$ cat config.mk
export PLATFORM = sky130hd
export DESIGN_NAME = cvms_sequencer
export DESIGN_NICKNAME = d
export VERILOG_FILES = /design/src/pkg/cvms_pkg.sv /design/src/logic/cvms_slot_timer.sv /design/src/logic/cvms_sequencer.sv
export VERILOG_INCLUDE_DIRS = /design/src /design/src/pkg
export SDC_FILE = /design/constraint.sdc
export NUM_CORES = 2
export LEC_CHECK = 0
export BUFFER_PORTS_ARGS = -buffer_cell sky130_fd_sc_hd__buf_2
export CAP_MARGIN = 30
export CORE_ASPECT_RATIO = 1.1
export CORE_UTILIZATION = 35
export DETAILED_ROUTE_END_ITERATION = 8
export PLACE_DENSITY = 0.49
export SYNTH_ARGS = -nofsm -noshare
export SYNTH_HDL_FRONTEND = slang
export SYNTH_SLANG_ARGS = --single-unit
$ cat constraint.sdc
create_clock -name clk_i -period 29.5 [get_ports clk_i]
set_clock_uncertainty 0.05 [all_clocks]
set_input_delay 7.375 -clock clk_i [delete_from_list [all_inputs] [get_ports clk_i]]
set_output_delay 7.375 -clock clk_i [all_outputs]
set_load 0.005 [all_outputs]
$ cat src/pkg/cvms_cfg.svh
// Purpose: constants of the cell voltage measurement sequencer
// Assumes: byte addresses on a 32-bit classic Wishbone bus
// Notes: definitions only
`ifndef CVMS_CFG_SVH
`define CVMS_CFG_SVH
// ****************
// register offsets
// ****************
`define CVMS_ADR_CTRL 10'h000
`define CVMS_ADR_CELL_MAP 10'h004
`define CVMS_ADR_AUX_EN 10'h008
`define CVMS_ADR_UV_THR 10'h00c
`define CVMS_ADR_OFFSET 10'h010
`define CVMS_ADR_GAIN 10'h014
`define CVMS_ADR_SUV_DLY 10'h018
`define CVMS_ADR_STATUS 10'h01c
`define CVMS_ADR_UV_FLAGS 10'h020
`define CVMS_ADR_MV_BASE 10'h040
`define CVMS_ADR_CUR_BASE 10'h080
`define CVMS_ADR_RAW_BASE 10'h100
// ****************
// field positions
// ****************
`define CVMS_CTRL_EN 0
`define CVMS_CTRL_FAST 1
`define CVMS_CTRL_IDLE_LSB 8
`define CVMS_STAT_ALERT 8
`define CVMS_STAT_FAULT 9
// ****************
// reset values
// ****************
`define CVMS_RST_CELL_MAP 16'hffff
`define CVMS_RST_UV_THR 16'h09c4
`define CVMS_RST_GAIN 16'h0100
`define CVMS_RST_SUV_DLY 16'h03e8
// ****************
// loop shape and timing
// ****************
`define CVMS_CELLS 16
`define CVMS_AUX_SRC 9
`define CVMS_AUX_SLOTS 3
`define CVMS_BASE_SLOTS 18
`define CVMS_ROT 3
`define CVMS_SEL_PS 5'h10
`define CVMS_SEL_IN 5'h13
`define CVMS_SEL_AUX 5'h16
`define CVMS_CLK_MHZ 200
`define CVMS_SLOT_US 3000
`define CVMS_MS_US 1000
`define CVMS_SLOT_CYC (`CVMS_SLOT_US * `CVMS_CLK_MHZ)
`define CVMS_MS_CYC (`CVMS_MS_US * `CVMS_CLK_MHZ)
`endif

$ cat src/pkg/cvms_pkg.sv
// Purpose: types of the cell voltage measurement sequencer
// Assumes: constants live in cvms_cfg.svh
// Notes: state structs are registered whole
package cvms_pkg;
  typedef enum logic [1:0] {CVMS_IDLE, CVMS_CONV, CVMS_HOLD, CVMS_FILL} cvms_state_t;

  typedef struct packed {
    logic [23:0] slot_cnt;
    logic [23:0] ms_cnt;
    logic slot_end;
    logic ms_tick;
  } cvms_tmr_t;

  typedef struct packed {
    cvms_state_t st;
    logic enable;
    logic fast;
    logic [7:0] idle_n;
    logic [15:0] cell_map;
    logic [8:0] aux_en;
    logic [15:0] uv_thr;
    logic [23:0] offs;
    logic [15:0] gain;
    logic [15:0] suv_dly;
    logic [4:0] slot;
    logic [4:0] sel;
    logic [1:0] ps_rot;
    logic [1:0] in_rot;
    logic [3:0] aux_ptr;
    logic [7:0] idle_cnt;
    logic [23:0] pend_raw;
    logic [15:0] pend_cur;
    logic pend_ok;
    logic [15:0][15:0] mv;
    logic [15:0][15:0] cur;
    logic [31:0][31:0] raw;
    logic [15:0] loops;
    logic [15:0] uv_flags;
    logic c1_low;
    logic suv_alert;
    logic suv_fault;
    logic [15:0] suv_ms;
    logic ack;
    logic [31:0] dat;
    logic start;
    logic loop_done;
  } cvms_state_reg_t;
endpackage : cvms_pkg

$ cat src/logic/cvms_slot_timer.sv
// Purpose: slot clock and millisecond tick of the sequencer
// Assumes: run_i low resets the slot phase
// Notes: fast_i halves the slot
`timescale 1ns/10ps
`include "cvms_cfg.svh"
module cvms_slot_timer #(
  parameter int SLOT_CYC = `CVMS_SLOT_CYC,
  parameter int MS_CYC = `CVMS_MS_CYC
) (
  input wire logic clk_i,
  input wire logic rst_i,
  input wire logic run_i,
  input wire logic fast_i,
  output logic slot_end_o,
  output logic ms_tick_o
);
  cvms_pkg::cvms_tmr_t t_reg;
  cvms_pkg::cvms_tmr_t t_next;
  logic [23:0] limit;

  always_comb begin
    t_next = t_reg;
    limit = fast_i ? 24'(SLOT_CYC / 2) : 24'(SLOT_CYC);
    t_next.slot_end = 1'b0;
    t_next.ms_tick = 1'b0;
    if (!run_i) begin
      t_next.slot_cnt = 24'h000000;
    end else if (t_reg.slot_cnt >= limit - 24'h000001) begin
      t_next.slot_cnt = 24'h000000;
      t_next.slot_end = 1'b1;
    end else begin
      t_next.slot_cnt = t_reg.slot_cnt + 24'h000001;
    end
    // free running so delay counts are independent of the loop
    if (t_reg.ms_cnt == 24'(MS_CYC - 1)) begin
      t_next.ms_cnt = 24'h000000;
      t_next.ms_tick = 1'b1;
    end else begin
      t_next.ms_cnt = t_reg.ms_cnt + 24'h000001;
    end
  end

  always_ff @(posedge clk_i) begin
    if (rst_i) begin
      t_reg <= '0;
    end else begin
      t_reg <= t_next;
    end
  end

  assign slot_end_o = t_reg.slot_end;
  assign ms_tick_o = t_reg.ms_tick;
endmodule : cvms_slot_timer

$ cat src/logic/cvms_sequencer.sv
// Purpose: measurement loop scheduler and result reporting of a battery monitor
// Assumes: converter handshake and current sample are on clk_i
// Notes: Wishbone classic slave, one wait state per access
// Operation
// - one converter is multiplexed over cells, thermistors, pack pins, regulator and ground
// - each cell result is a neighbouring-pin differential, three to sixteen series
// - corrected cell results published as 16-bit millivolt values
// - uncorrected 24-bit converter output readable in a 32-bit word
// - sixteen cells first, then pack-side, internal, up to three aux slots
// - pack-side and internal slots rotate, full set every three loops
// - loop holds 18 slots plus one per enabled aux source, at most 21
// - slot lasts 3 ms, or 1.5 ms with fast setting
// - configured idle slots are appended after the measurement slots
// - map flags real cells; undervoltage checks skip other inputs
// - every cell input reported in millivolt and raw form
// - link inputs report voltage with synchronised current
// - faulty sleep cell 1 reading may alert but not fault within delay
// - current sampled with each cell slot and stored paired
// - aux slots may use nine general analog input pins
//
// Design decisions made here: the address map and register access over Wishbone.
`timescale 1ns/10ps
`include "cvms_cfg.svh"
module cvms_sequencer #(
  parameter int SLOT_CYC = `CVMS_SLOT_CYC,
  parameter int MS_CYC = `CVMS_MS_CYC
) (
  input wire logic clk_i,
  input wire logic rst_i,
  input wire logic wb_cyc_i,
  input wire logic wb_stb_i,
  input wire logic wb_we_i,
  input wire logic [9:0] wb_adr_i,
  input wire logic [3:0] wb_sel_i,
  input wire logic [31:0] wb_dat_i,
  output logic [31:0] wb_dat_o,
  output logic wb_ack_o,
  output logic adc_start_o,
  output logic [4:0] adc_sel_o,
  input wire logic adc_done_i,
  input wire logic [23:0] adc_raw_i,
  input wire logic [15:0] cur_i,
  input wire logic sleep_i,
  output logic [15:0] cell_uv_o,
  output logic suv_alert_o,
  output logic suv_fault_o,
  output logic loop_done_o
);
  cvms_pkg::cvms_state_reg_t s_reg;
  cvms_pkg::cvms_state_reg_t s_next;
  logic slot_end;
  logic ms_tick;
  logic [1:0] naux;
  logic [4:0] last_slot;
  logic [31:0] rd;
  logic [9:0] badr;

  // ****************
  // helpers
  // ****************
  function automatic logic [31:0] wmask(input logic [31:0] o, input logic [31:0] d, input logic [3:0] be);
    logic [31:0] q;
    q = o;
    for (int b = 0; b < 4; b++) begin
      if (be[b]) q[b*8 +: 8] = d[b*8 +: 8];
    end
    return q;
  endfunction : wmask

  function automatic logic [3:0] aux_next(input logic [8:0] en, input logic [3:0] p);
    logic [3:0] q;
    logic [4:0] k;
    logic found;
    q = p;
    found = 1'b0;
    for (int i = 0; i < `CVMS_AUX_SRC; i++) begin
      k = 5'(p) + 5'(i);
      if (k >= 5'(`CVMS_AUX_SRC)) k = k - 5'(`CVMS_AUX_SRC);
      if (!found && en[k[3:0]]) begin
        q = k[3:0];
        found = 1'b1;
      end
    end
    return q;
  endfunction : aux_next

  function automatic logic [15:0] to_mv(input logic [23:0] raw, input logic [23:0] off, input logic [15:0] g);
    logic signed [24:0] d;
    logic signed [41:0] p;
    d = $signed({raw[23], raw}) - $signed({off[23], off});
    p = d * $signed({1'b0, g});
    return p[31:16];
  endfunction : to_mv

  cvms_slot_timer #(.SLOT_CYC(SLOT_CYC), .MS_CYC(MS_CYC)) u_tmr (
    .clk_i(clk_i),
    .rst_i(rst_i),
    .run_i(s_reg.st != cvms_pkg::CVMS_IDLE),
    .fast_i(s_reg.fast),
    .slot_end_o(slot_end),
    .ms_tick_o(ms_tick)
  );

  always_comb begin
    naux = 2'h0;
    for (int i = 0; i < `CVMS_AUX_SRC; i++) begin
      if (s_reg.aux_en[i] && naux != 2'(`CVMS_AUX_SLOTS)) naux = naux + 2'h1;
    end
    last_slot = 5'(`CVMS_BASE_SLOTS - 1) + 5'(naux);
  end

  // ****************
  // register read mux
  // ****************
  assign badr = {wb_adr_i[9:2], 2'b00};
  always_comb begin
    rd = 32'h00000000;
    case (badr)
      `CVMS_ADR_CTRL: begin
        rd[`CVMS_CTRL_EN] = s_reg.enable;
        rd[`CVMS_CTRL_FAST] = s_reg.fast;
        rd[`CVMS_CTRL_IDLE_LSB +: 8] = s_reg.idle_n;
      end
      `CVMS_ADR_CELL_MAP: rd[15:0] = s_reg.cell_map;
      `CVMS_ADR_AUX_EN: rd[8:0] = s_reg.aux_en;
      `CVMS_ADR_UV_THR: rd[15:0] = s_reg.uv_thr;
      `CVMS_ADR_OFFSET: rd[23:0] = s_reg.offs;
      `CVMS_ADR_GAIN: rd[15:0] = s_reg.gain;
      `CVMS_ADR_SUV_DLY: rd[15:0] = s_reg.suv_dly;
      `CVMS_ADR_STATUS: rd = {s_reg.loops, 6'h00, s_reg.suv_fault, s_reg.suv_alert, 1'b0, 2'(s_reg.st), s_reg.slot};
      `CVMS_ADR_UV_FLAGS: rd[15:0] = s_reg.uv_flags;
      default: begin
        if (badr[9:6] == `CVMS_ADR_MV_BASE >> 6) begin
          rd = {{16{s_reg.mv[badr[5:2]][15]}}, s_reg.mv[badr[5:2]]};
        end else if (badr[9:6] == `CVMS_ADR_CUR_BASE >> 6) begin
          rd = {{16{s_reg.cur[badr[5:2]][15]}}, s_reg.cur[badr[5:2]]};
        end else if (badr[9:7] == `CVMS_ADR_RAW_BASE >> 7) begin
          rd = s_reg.raw[badr[6:2]];
        end
      end
    endcase
  end

  // ****************
  // next state
  // ****************
  always_comb begin
    logic [31:0] w;
    logic got;
    logic [23:0] praw;
    logic [15:0] pcur;
    logic [15:0] mvv;
    logic launch;
    logic [3:0] a;
    w = 32'h00000000;
    got = 1'b0;
    praw = s_reg.pend_raw;
    pcur = s_reg.pend_cur;
    mvv = 16'h0000;
    launch = 1'b0;
    a = 4'h0;
    s_next = s_reg;
    s_next.ack = 1'b0;
    s_next.start = 1'b0;
    s_next.loop_done = 1'b0;
    if (wb_cyc_i && wb_stb_i && !s_reg.ack) begin
      s_next.ack = 1'b1;
      s_next.dat = rd;
      if (wb_we_i) begin
        // the read mux already holds the old word of every writable register
        w = wmask(rd, wb_dat_i, wb_sel_i);
        case (badr)
          `CVMS_ADR_CTRL: begin
            s_next.enable = w[`CVMS_CTRL_EN];
            s_next.fast = w[`CVMS_CTRL_FAST];
            s_next.idle_n = w[`CVMS_CTRL_IDLE_LSB +: 8];
          end
          `CVMS_ADR_CELL_MAP: s_next.cell_map = w[15:0];
          `CVMS_ADR_AUX_EN: s_next.aux_en = w[8:0];
          `CVMS_ADR_UV_THR: s_next.uv_thr = w[15:0];
          `CVMS_ADR_OFFSET: s_next.offs = w[23:0];
          `CVMS_ADR_GAIN: s_next.gain = w[15:0];
          `CVMS_ADR_SUV_DLY: s_next.suv_dly = w[15:0];
          `CVMS_ADR_STATUS: begin
            // write one to clear; hardware sets below override
            if (wb_sel_i[1] && wb_dat_i[`CVMS_STAT_ALERT]) s_next.suv_alert = 1'b0;
            if (wb_sel_i[1] && wb_dat_i[`CVMS_STAT_FAULT]) s_next.suv_fault = 1'b0;
          end
          default: ;
        endcase
      end
    end
    // sleep undervoltage: a single bad reading holds until the next cell 1 reading and faults if that outlasts the delay
    if (!s_reg.c1_low) begin
      s_next.suv_ms = 16'h0000;
    end else if (ms_tick && s_reg.suv_ms != 16'hffff) begin
      s_next.suv_ms = s_reg.suv_ms + 16'h0001;
    end
    if (s_reg.c1_low && s_reg.suv_ms >= s_reg.suv_dly) s_next.suv_fault = 1'b1;
    if (s_reg.st == cvms_pkg::CVMS_CONV && adc_done_i) begin
      got = 1'b1;
      praw = adc_raw_i;
      pcur = cur_i;
      s_next.pend_raw = praw;
      s_next.pend_cur = pcur;
      s_next.pend_ok = 1'b1;
      s_next.st = cvms_pkg::CVMS_HOLD;
    end
    case (s_reg.st)
      cvms_pkg::CVMS_IDLE: begin
        if (s_reg.enable) begin
          launch = 1'b1;
          s_next.slot = 5'h00;
        end
      end
      cvms_pkg::CVMS_CONV, cvms_pkg::CVMS_HOLD: begin
        if (slot_end) begin
          if (s_reg.pend_ok || got) begin
            s_next.raw[s_reg.sel] = {{8{praw[23]}}, praw};
            if (s_reg.sel < 5'(`CVMS_CELLS)) begin
              mvv = to_mv(praw, s_reg.offs, s_reg.gain);
              s_next.mv[s_reg.sel[3:0]] = mvv;
              s_next.cur[s_reg.sel[3:0]] = pcur;
              s_next.uv_flags[s_reg.sel[3:0]] = s_reg.cell_map[s_reg.sel[3:0]] && $signed(mvv) < $signed(s_reg.uv_thr);
              if (s_reg.sel == 5'h00) begin
                // a good or awake reading ends the episode, else the fault re-arms forever
                s_next.c1_low = sleep_i && ($signed(mvv) < $signed(s_reg.uv_thr));
                if (sleep_i && ($signed(mvv) < $signed(s_reg.uv_thr))) s_next.suv_alert = 1'b1;
              end
            end
          end
          s_next.pend_ok = 1'b0;
          if (!s_reg.enable) begin
            s_next.st = cvms_pkg::CVMS_IDLE;
          end else if (s_reg.slot < last_slot) begin
            launch = 1'b1;
            s_next.slot = s_reg.slot + 5'h01;
          end else if (s_reg.idle_n != 8'h00) begin
            s_next.st = cvms_pkg::CVMS_FILL;
            s_next.idle_cnt = s_reg.idle_n;
          end else begin
            launch = 1'b1;
            s_next.slot = 5'h00;
            s_next.loop_done = 1'b1;
          end
        end
      end
      cvms_pkg::CVMS_FILL: begin
        if (slot_end) begin
          s_next.idle_cnt = s_reg.idle_cnt - 8'h01;
          if (!s_reg.enable) begin
            s_next.st = cvms_pkg::CVMS_IDLE;
          end else if (s_reg.idle_cnt == 8'h01) begin
            launch = 1'b1;
            s_next.slot = 5'h00;
            s_next.loop_done = 1'b1;
          end
        end
      end
      default: s_next.st = cvms_pkg::CVMS_IDLE;
    endcase
    if (s_next.loop_done) begin
      s_next.loops = s_reg.loops + 16'h0001;
      s_next.ps_rot = s_reg.ps_rot == 2'(`CVMS_ROT - 1) ? 2'h0 : s_reg.ps_rot + 2'h1;
      s_next.in_rot = s_reg.in_rot == 2'(`CVMS_ROT - 1) ? 2'h0 : s_reg.in_rot + 2'h1;
    end
    if (launch) begin
      s_next.st = cvms_pkg::CVMS_CONV;
      s_next.start = 1'b1;
      s_next.pend_ok = 1'b0;
      if (s_next.slot < 5'(`CVMS_CELLS)) begin
        s_next.sel = s_next.slot;
      end else if (s_next.slot == 5'(`CVMS_CELLS)) begin
        s_next.sel = `CVMS_SEL_PS + 5'(s_next.ps_rot);
      end else if (s_next.slot == 5'(`CVMS_CELLS + 1)) begin
        s_next.sel = `CVMS_SEL_IN + 5'(s_next.in_rot);
      end else begin
        a = aux_next(s_reg.aux_en, s_reg.aux_ptr);
        s_next.sel = `CVMS_SEL_AUX + 5'(a);
        s_next.aux_ptr = a == 4'(`CVMS_AUX_SRC - 1) ? 4'h0 : a + 4'h1;
      end
    end
  end

  always_ff @(posedge clk_i) begin
    if (rst_i) begin
      s_reg <= '0;
      s_reg.cell_map <= `CVMS_RST_CELL_MAP;
      s_reg.uv_thr <= `CVMS_RST_UV_THR;
      s_reg.gain <= `CVMS_RST_GAIN;
      s_reg.suv_dly <= `CVMS_RST_SUV_DLY;
    end else begin
      s_reg <= s_next;
    end
  end

  assign wb_ack_o = s_reg.ack;
  assign wb_dat_o = s_reg.dat;
  assign adc_start_o = s_reg.start;
  assign adc_sel_o = s_reg.sel;
  assign cell_uv_o = s_reg.uv_flags;
  assign suv_alert_o = s_reg.suv_alert;
  assign suv_fault_o = s_reg.suv_fault;
  assign loop_done_o = s_reg.loop_done;
endmodule : cvms_sequencer

== Word level (Yosys, flattened, before mapping) ==
Cells that the tools add are included.

* Register bits after elaboration: 1,848
* Input bits: 93
* Output and inout bits: 58
* Word-level logic and storage cells: 501

* $add $sub $neg: 40
* Multipliers: 1
* $lt $le $gt $ge: 30
* Eq/ne operators: 35
* Muxes and demuxes: 224
* Bitwise operators: 5
* Reduce and logical (&&, ||, !) cells: 68

{| class="wikitable"
|+ Operators by type and width
! cell !! number
|-
| 1537-bit two-way mux || 2
|-
| 1536-bit two-way mux || 1
|-
| 1024-bit bitwise mux || 1
|-
| 256-bit bitwise mux || 2
|-
| 512-bit two-way mux || 1
|-
| 4-bit two-way mux || 60
|-
| 32-bit binary-select mux with 5-bit select || 1
|-
| 32-bit demux with 5-bit select || 1
|-
| 32-bit two-way mux || 5
|-
| 16-bit binary-select mux with 4-bit select || 2
|-
| 1-bit two-way mux || 78
|-
| 16-bit demux with 4-bit select || 1
|-
| 16-bit two-way mux || 4
|-
| 8-bit two-way mux || 8
|-
| 7-bit one-hot mux with 9 select lines || 1
|-
| 4-bit by 5-bit < comparator with 1-bit output, second input constant || 11
|-
| 5-bit two-way mux || 11
|-
| 6-bit one-hot mux with 9 select lines || 1
|-
| 24-bit by 1-bit adder with 24-bit output, second input constant || 2
|-
| 1-bit binary-select mux with 4-bit select || 10
|-
| 5-bit by 4-bit >= comparator with 1-bit output, second input constant || 8
|-
| 2-bit two-way mux || 20
|-
| 4-bit subtractor, second input constant || 9
|-
| 33-bit two-way mux || 1
|-
| other kinds (69) || 162
|}

== Longest topological paths before layout ==
* Word-level depth: 103
* Mapped depth: 53
* Depth with buffers taken out: 49

== Modules after synthesis ==
A second synthesis with hierarchy kept.

* Cell total of the unflattened synthesis: 9,152
* Area total of the unflattened synthesis: 84,532.3 um2

{| class="wikitable"
|+ Modules (own cells, without submodules)
! module !! times used !! cells an instance !! area an instance (um2) !! sequential area each (um2)
|-
| cvms_sequencer || 1 || 8,892 || 82,242.6 || 30,869.6
|-
| cvms_slot_timer || 1 || 260 || 2,289.7 || 1,001.0
|}

== Worst setup path after synthesis ==
No wires, ideal clock.

* Path kind: input to register
* From: input adc_done_i
* To: register s_reg (netlist bit cell_uv_o[10])
* Library setup time: 129 ps
* Data arrival time: 18,182 ps
* Data required time: 29,321 ps
* Setup slack: 11,139 ps
* Stages: 45
* Buffers on the path: 6
* Path through: nand2_1 > buf_1 > mux2i_1 > clkbuf_1 > inv_1 > ha_1 > buf_2 > a211o_1 > a21o_1 > a41o_1 > a41o_1 > a41oi_1 > o21ai_0 > xor2_1 > clkbuf_1 > nand2_1 > fa_1 > fa_1 > [... 9 more ...] > nor2_1 > a21oi_1 > a41o_1 > a41o_1 > a2111oi_0 > xnor3_2 > xnor2_4 > buf_6 > ha_1 > nand4_1 > nor2_1 > o21ai_0 > a41oi_1 > nor2_1 > o21ai_0 > nand2b_1 > clkbuf_1 > o21ai_0

* Longest elaborated chain between the ends: 7
* Elaborated cells between the ends (all ways): 10
* Those cells by class: 1 x add/sub; 1 x mul; 1 x order compare; 3 x mux; 4 x reduce/logical

{| class="wikitable"
|+ RTL lines
! item !! RTL line !! RTL
|-
| from (decl) || cvms_sequencer.sv:40 || <nowiki>input wire logic adc_done_i,</nowiki>
|-
| 1-bit logical AND (*) || cvms_sequencer.sv:200 || <nowiki>if (s_reg.st == cvms_pkg::CVMS_CONV && adc_done_i) begin</nowiki>
|-
| 24-bit two-way mux || cvms_sequencer.sv:200 ||
|-
| 24-bit by 24-bit subtractor with 25-bit output || cvms_sequencer.sv:90 || <nowiki>d = $signed({raw[23], raw}) - $signed({off[23], off});</nowiki>
|-
| 25-bit by 17-bit multiplier with 32-bit output || cvms_sequencer.sv:91 || <nowiki>p = d * $signed({1'b0, g});</nowiki>
|-
| 16-bit < comparator || cvms_sequencer.sv:224 || <nowiki>s_next.uv_flags[s_reg.sel[3:0]] = s_reg.cell_map[s_reg.sel[3:0]] && $signed(mvv) < $signed(s_reg.uv_thr);</nowiki>
|-
| 1-bit logical AND || cvms_sequencer.sv:224 ||
|-
| 16-bit bitwise mux || cvms_sequencer.sv:224 ||
|-
| to (signal assigned) || cvms_sequencer.sv:293 || <nowiki>s_reg <= s_next;</nowiki>
|-
| to (decl) || cvms_sequencer.sv:49 || <nowiki>cvms_pkg::cvms_state_reg_t s_reg;</nowiki>
|}

Mark *: on every way between the ends. The rest lies on a longest branch, timed or not.
A chain may end at the register's enable or synchronous reset.

== Worst setup path in the final report ==
Ends and elaborated chain as after synthesis.

==> results.py <==
metrics = {
    "route": {
        "drt_drc_violations_left": 0,
        "wl_met3_mm": 15.2,
        "dr.pass1.iters": 8,
        "vias_per_cell": 5.49,
        "drtIter0Drc": 5656,
        "post_drt_wl_per_cell_um": 23.2,
        "wl_met1_mm": 122,
        "met2_length_mm": 131,
        "postRouteAntennaNets": 0,
        "routed_wl_mm": 280,
        "top_layer": "met5",
        "vias": 66100,
    },
    "min_path": {
        "min_to": "s_reg[1541]",
        "worst_hold_startpoint": "s_reg[1541]",
        "hold_path.class": "flop to flop",
        "hold_depth": 2,
    },
    "synthesis": {
        "syn_inst": 9115,
        "ys_seq_area_share_pct": 37.9,
        "synth-seq-cells": 1592,
        "async_flop_share_pct": 0,
        "avgSynthCellArea_um2": 9.22,
        "synth-edff-count": 0,
        "syn_area_mm2": 0.0840,
        "ys.flop_type": "dfxtp_1",
        "synth_cell_types": 114,
        "synth_warnings": 0,
    },
    "cts": {
        "cts_hold_buf": 0,
        "ctsResizeCount": 0,
        "clk_latency_ns": 0.84,
        "path_clk_slew_ns": 0.06,
        "cts_tree": "built",
        "clockBufferDepth": 3,
        "root_buffer": "clkbuf_16",
        "cts_made_buffers": 175,
        "cts_setup_buffers": 0,
        "cts_num_sinks": 1592,
        "htreeDepth": 4,
    },
    "sta": {
        "hold_violations": 0,
        "worst_slew_pin_slew_ns": 1.12,
        "setup_slack_ns": 9.39,
        "hold_slack_ns": 0.403,
        "max_freq_mhz": 49.7,
        "period_minus_slack_ns": 20.11,
        "slew_headroom_pct": 25.2,
        "finalSetupViolCount": 0,
        "rsz0062_at_grt": "no",
        "report.final.slew_viol_count": 0,
        "post-route-period-util_pct": 68.2,
        "fin_tns_setup_ns": 0,
    },
    "job": {
        "drv_cap": 0,
    },
    "setup_path": {
        "regToRegSetupSlack_ns": 15.12,
        "cp_slowest_stage_delay_ns": 0.68,
        "cp_common_cell": "fa_1",
        "worstReg2RegStart": "s_reg[1797]",
        "end_kind": "flop",
        "reg2reg_to": "cell_uv_o[10]",
        "worstPathRequired_ns": 30.13,
        "crit_arrival_ns": 20.74,
        "start_kind": "input pin",
        "critPathLaunch": "adc_done_i",
        "crit_buf_inv": 11,
        "rr_worst_depth": 46,
        "worstPathMaxFanout": 34,
        "critPathTopFamily": "adder cells",
        "path_class": "input pin to flop",
        "crit_slowest_cell": "buf_4",
    },
    "die": {
        "die_w_um": 469,
        "start_util_pct": 35.2,
        "core_area_mm2": 0.239,
        "die_h_um": 516,
        "pin_count": 151,
        "dieArea_mm2": 0.242,
        "rows": 188,
    },
    "pwr": {
        "power.internal_mw": 3.51,
        "switchingPower_mw": 1.05,
        "combPwrFrac_pct": 3.3,
        "power_frac_clock_pct": 49.4,
        "power.density_mw_per_mm2": 48.7,
        "vdd_drop_max_uv": 47.9,
        "swShare_pct": 23.0,
        "seq_power_share_pct": 47.3,
        "power_leakage_nw": 33.4,
    },
    "finish": {
        "largest_reg_flops": 1484,
        "layout.nets": 9351,
        "area_growth_pct": 11.4,
        "finalInstanceArea_mm2": 0.0936,
        "layout_common_cells": "1836 x nor2_1, 1591 x dfxtp_1, 1077 x a211oi_1",
        "final_common_cell": "nor2_1",
        "drive_above_1_share_pct": 13.3,
    },
    "place": {
        "dpl-instance-area_mm2": 0.0875,
        "place.gp.congestion": 0.910,
        "io_buffers": 139,
        "dp_slack_ns": 8.56,
        "hpwlAfterDp_mm": 179,
    },
    "grt": {
        "grt_usage_pct": 22.8,
        "antenna_found_initial": 9,
        "gr-total-overflow": 0,
        "grt_max_degree": 231,
        "grt_pass1_vias": 64200,
        "grt_pass1_wl_mm": 417,
    },
    "status": {
        "status": "finished clean",
    },
}
power groups by stage:
stage | Sequential, mW | Combinational [mW] | Clock (mW)
after floorplan | 2.20 | 0.0955 | 0
after global placement | 2.20 | 0.146 | 0
after detailed placement | 2.20 | 0.147 | 0
after CTS | 2.16 | 0.147 | 2.30
after global routing | 2.15 | 0.156 | 2.39
final | 2.16 | 0.148 | 2.25
cells in the mapped netlist, drive strengths merged (8+ instances only):
| library cell | count | area share, % |
|---|---|---|
| xor2 | 52 | 0.54 |
| o2111ai | 8 | 0.091 |
| a211o | 35 | 0.36 |
| a211oi | 1080 | 9.7 |
| and3 | 32 | 0.24 |
| dfxtp | 1592 | 38 |
| or3 | 16 | 0.12 |
| xnor2 | 87 | 0.96 |
| clkbuf | 660 | 2.9 |
| nand4 | 28 | 0.21 |
| nor3 | 66 | 0.43 |
| ha | 189 | 2.8 |
| a21o | 37 | 0.33 |
| buf | 226 | 1.3 |
| mux4 | 411 | 11 |
| a31oi | 18 | 0.15 |
| o31ai | 9 | 0.10 |
| nor4b | 8 | 0.083 |
| nand2b | 38 | 0.30 |
| a221oi | 13 | 0.15 |
| fa | 300 | 7.1 |
| nand3b | 26 | 0.23 |
| a2bb2oi | 8 | 0.091 |
| nand2 | 580 | 2.6 |
| o22ai | 11 | 0.082 |
| nand3 | 70 | 0.42 |
| mux2 | 13 | 0.17 |
| o21a | 13 | 0.12 |
| nor4 | 9 | 0.067 |
| a21oi | 449 | 2.7 |
| a22oi | 34 | 0.30 |
| a2111oi | 10 | 0.11 |
| inv | 506 | 2.3 |
| or2 | 16 | 0.12 |
| nor2 | 1862 | 8.3 |
| o21ai | 124 | 0.74 |
| a221o | 15 | 0.18 |
| mux2i | 111 | 1.3 |
| a222oi | 12 | 0.14 |
| nor2b | 47 | 0.35 |
| o211ai | 16 | 0.14 |
| and4 | 10 | 0.10 |
| and2 | 150 | 1.1 |
how the worst max path moves through the flow:
stage | to | slack (ns) | cells after the start
after floorplan | cell_uv_o[10] | 11.14 | 45
after global placement | cell_uv_o[4] | 7.91 | 41
after detailed placement | cell_uv_o[8] | 8.56 | 46
after CTS | cell_uv_o[10] | 9.43 | 46
after global routing | cell_uv_o[6] | 8.63 | 45
final | cell_uv_o[10] | 9.39 | 45
logic make-up after synthesis:
family	count (synthesis)	synth area share [%]
AND/OR/NAND/NOR	2983	15.0
AO/OA/AOI/OAI	1977	16.4
flip-flops	1592	37.9
buffers and inverters	1394	6.56
multiplexers	535	12.5
adder cells (fa/ha/maj)	489	9.96
XOR/XNOR	144	1.64
other	1	0.00446
metrics by stage:
step | util (%) | power, mW | instances
after global placement | 36.6 | 2.35 | 11700
after global routing | 39.2 | 4.70 | 12000
final | 39.2 | 4.55 | 12000
after floorplan | - | 2.30 | 9117
after CTS | 39.2 | 4.60 | 12000
after detailed placement | 36.7 | 2.35 | 11700
per-layer routing:
layer | track usage, % | vias to the layer above
li1 | - | 31000
met1 | 30.4 | 32800
met2 | 37.2 | 1924
met3 | 3.05 | 430
met4 | 9.41 | 2
met5 | 0 | -
worst reg2reg max path, delay by kind of cell (launching register included):
kind | cells | cell delay, ns
xor gates and xnor gates | 3 | 1.14
DFF | 1 | 0.52
muxes | 1 | 0.42
and+or+nand+nor | 9 | 2.21
buffers and inverters | 11 | 2.51
AOI/OAI and AO/OA | 12 | 3.18
adders and majority gates | 10 | 4.20
final cells by class:
cell class / instances / area (um2)
repair buffers: 361 / 2670
clock inverters: 63 / 883
clock buffers: 253 / 5010
well taps: 3135 / 3920
diodes: 3 / 7.51
inverters: 508 / 1910
flip-flops and latches: 1592 / 31900
multi-input cells: 6131 / 47300
fillers: 23500 / 145000
Power figures use the tool's default switching activity.
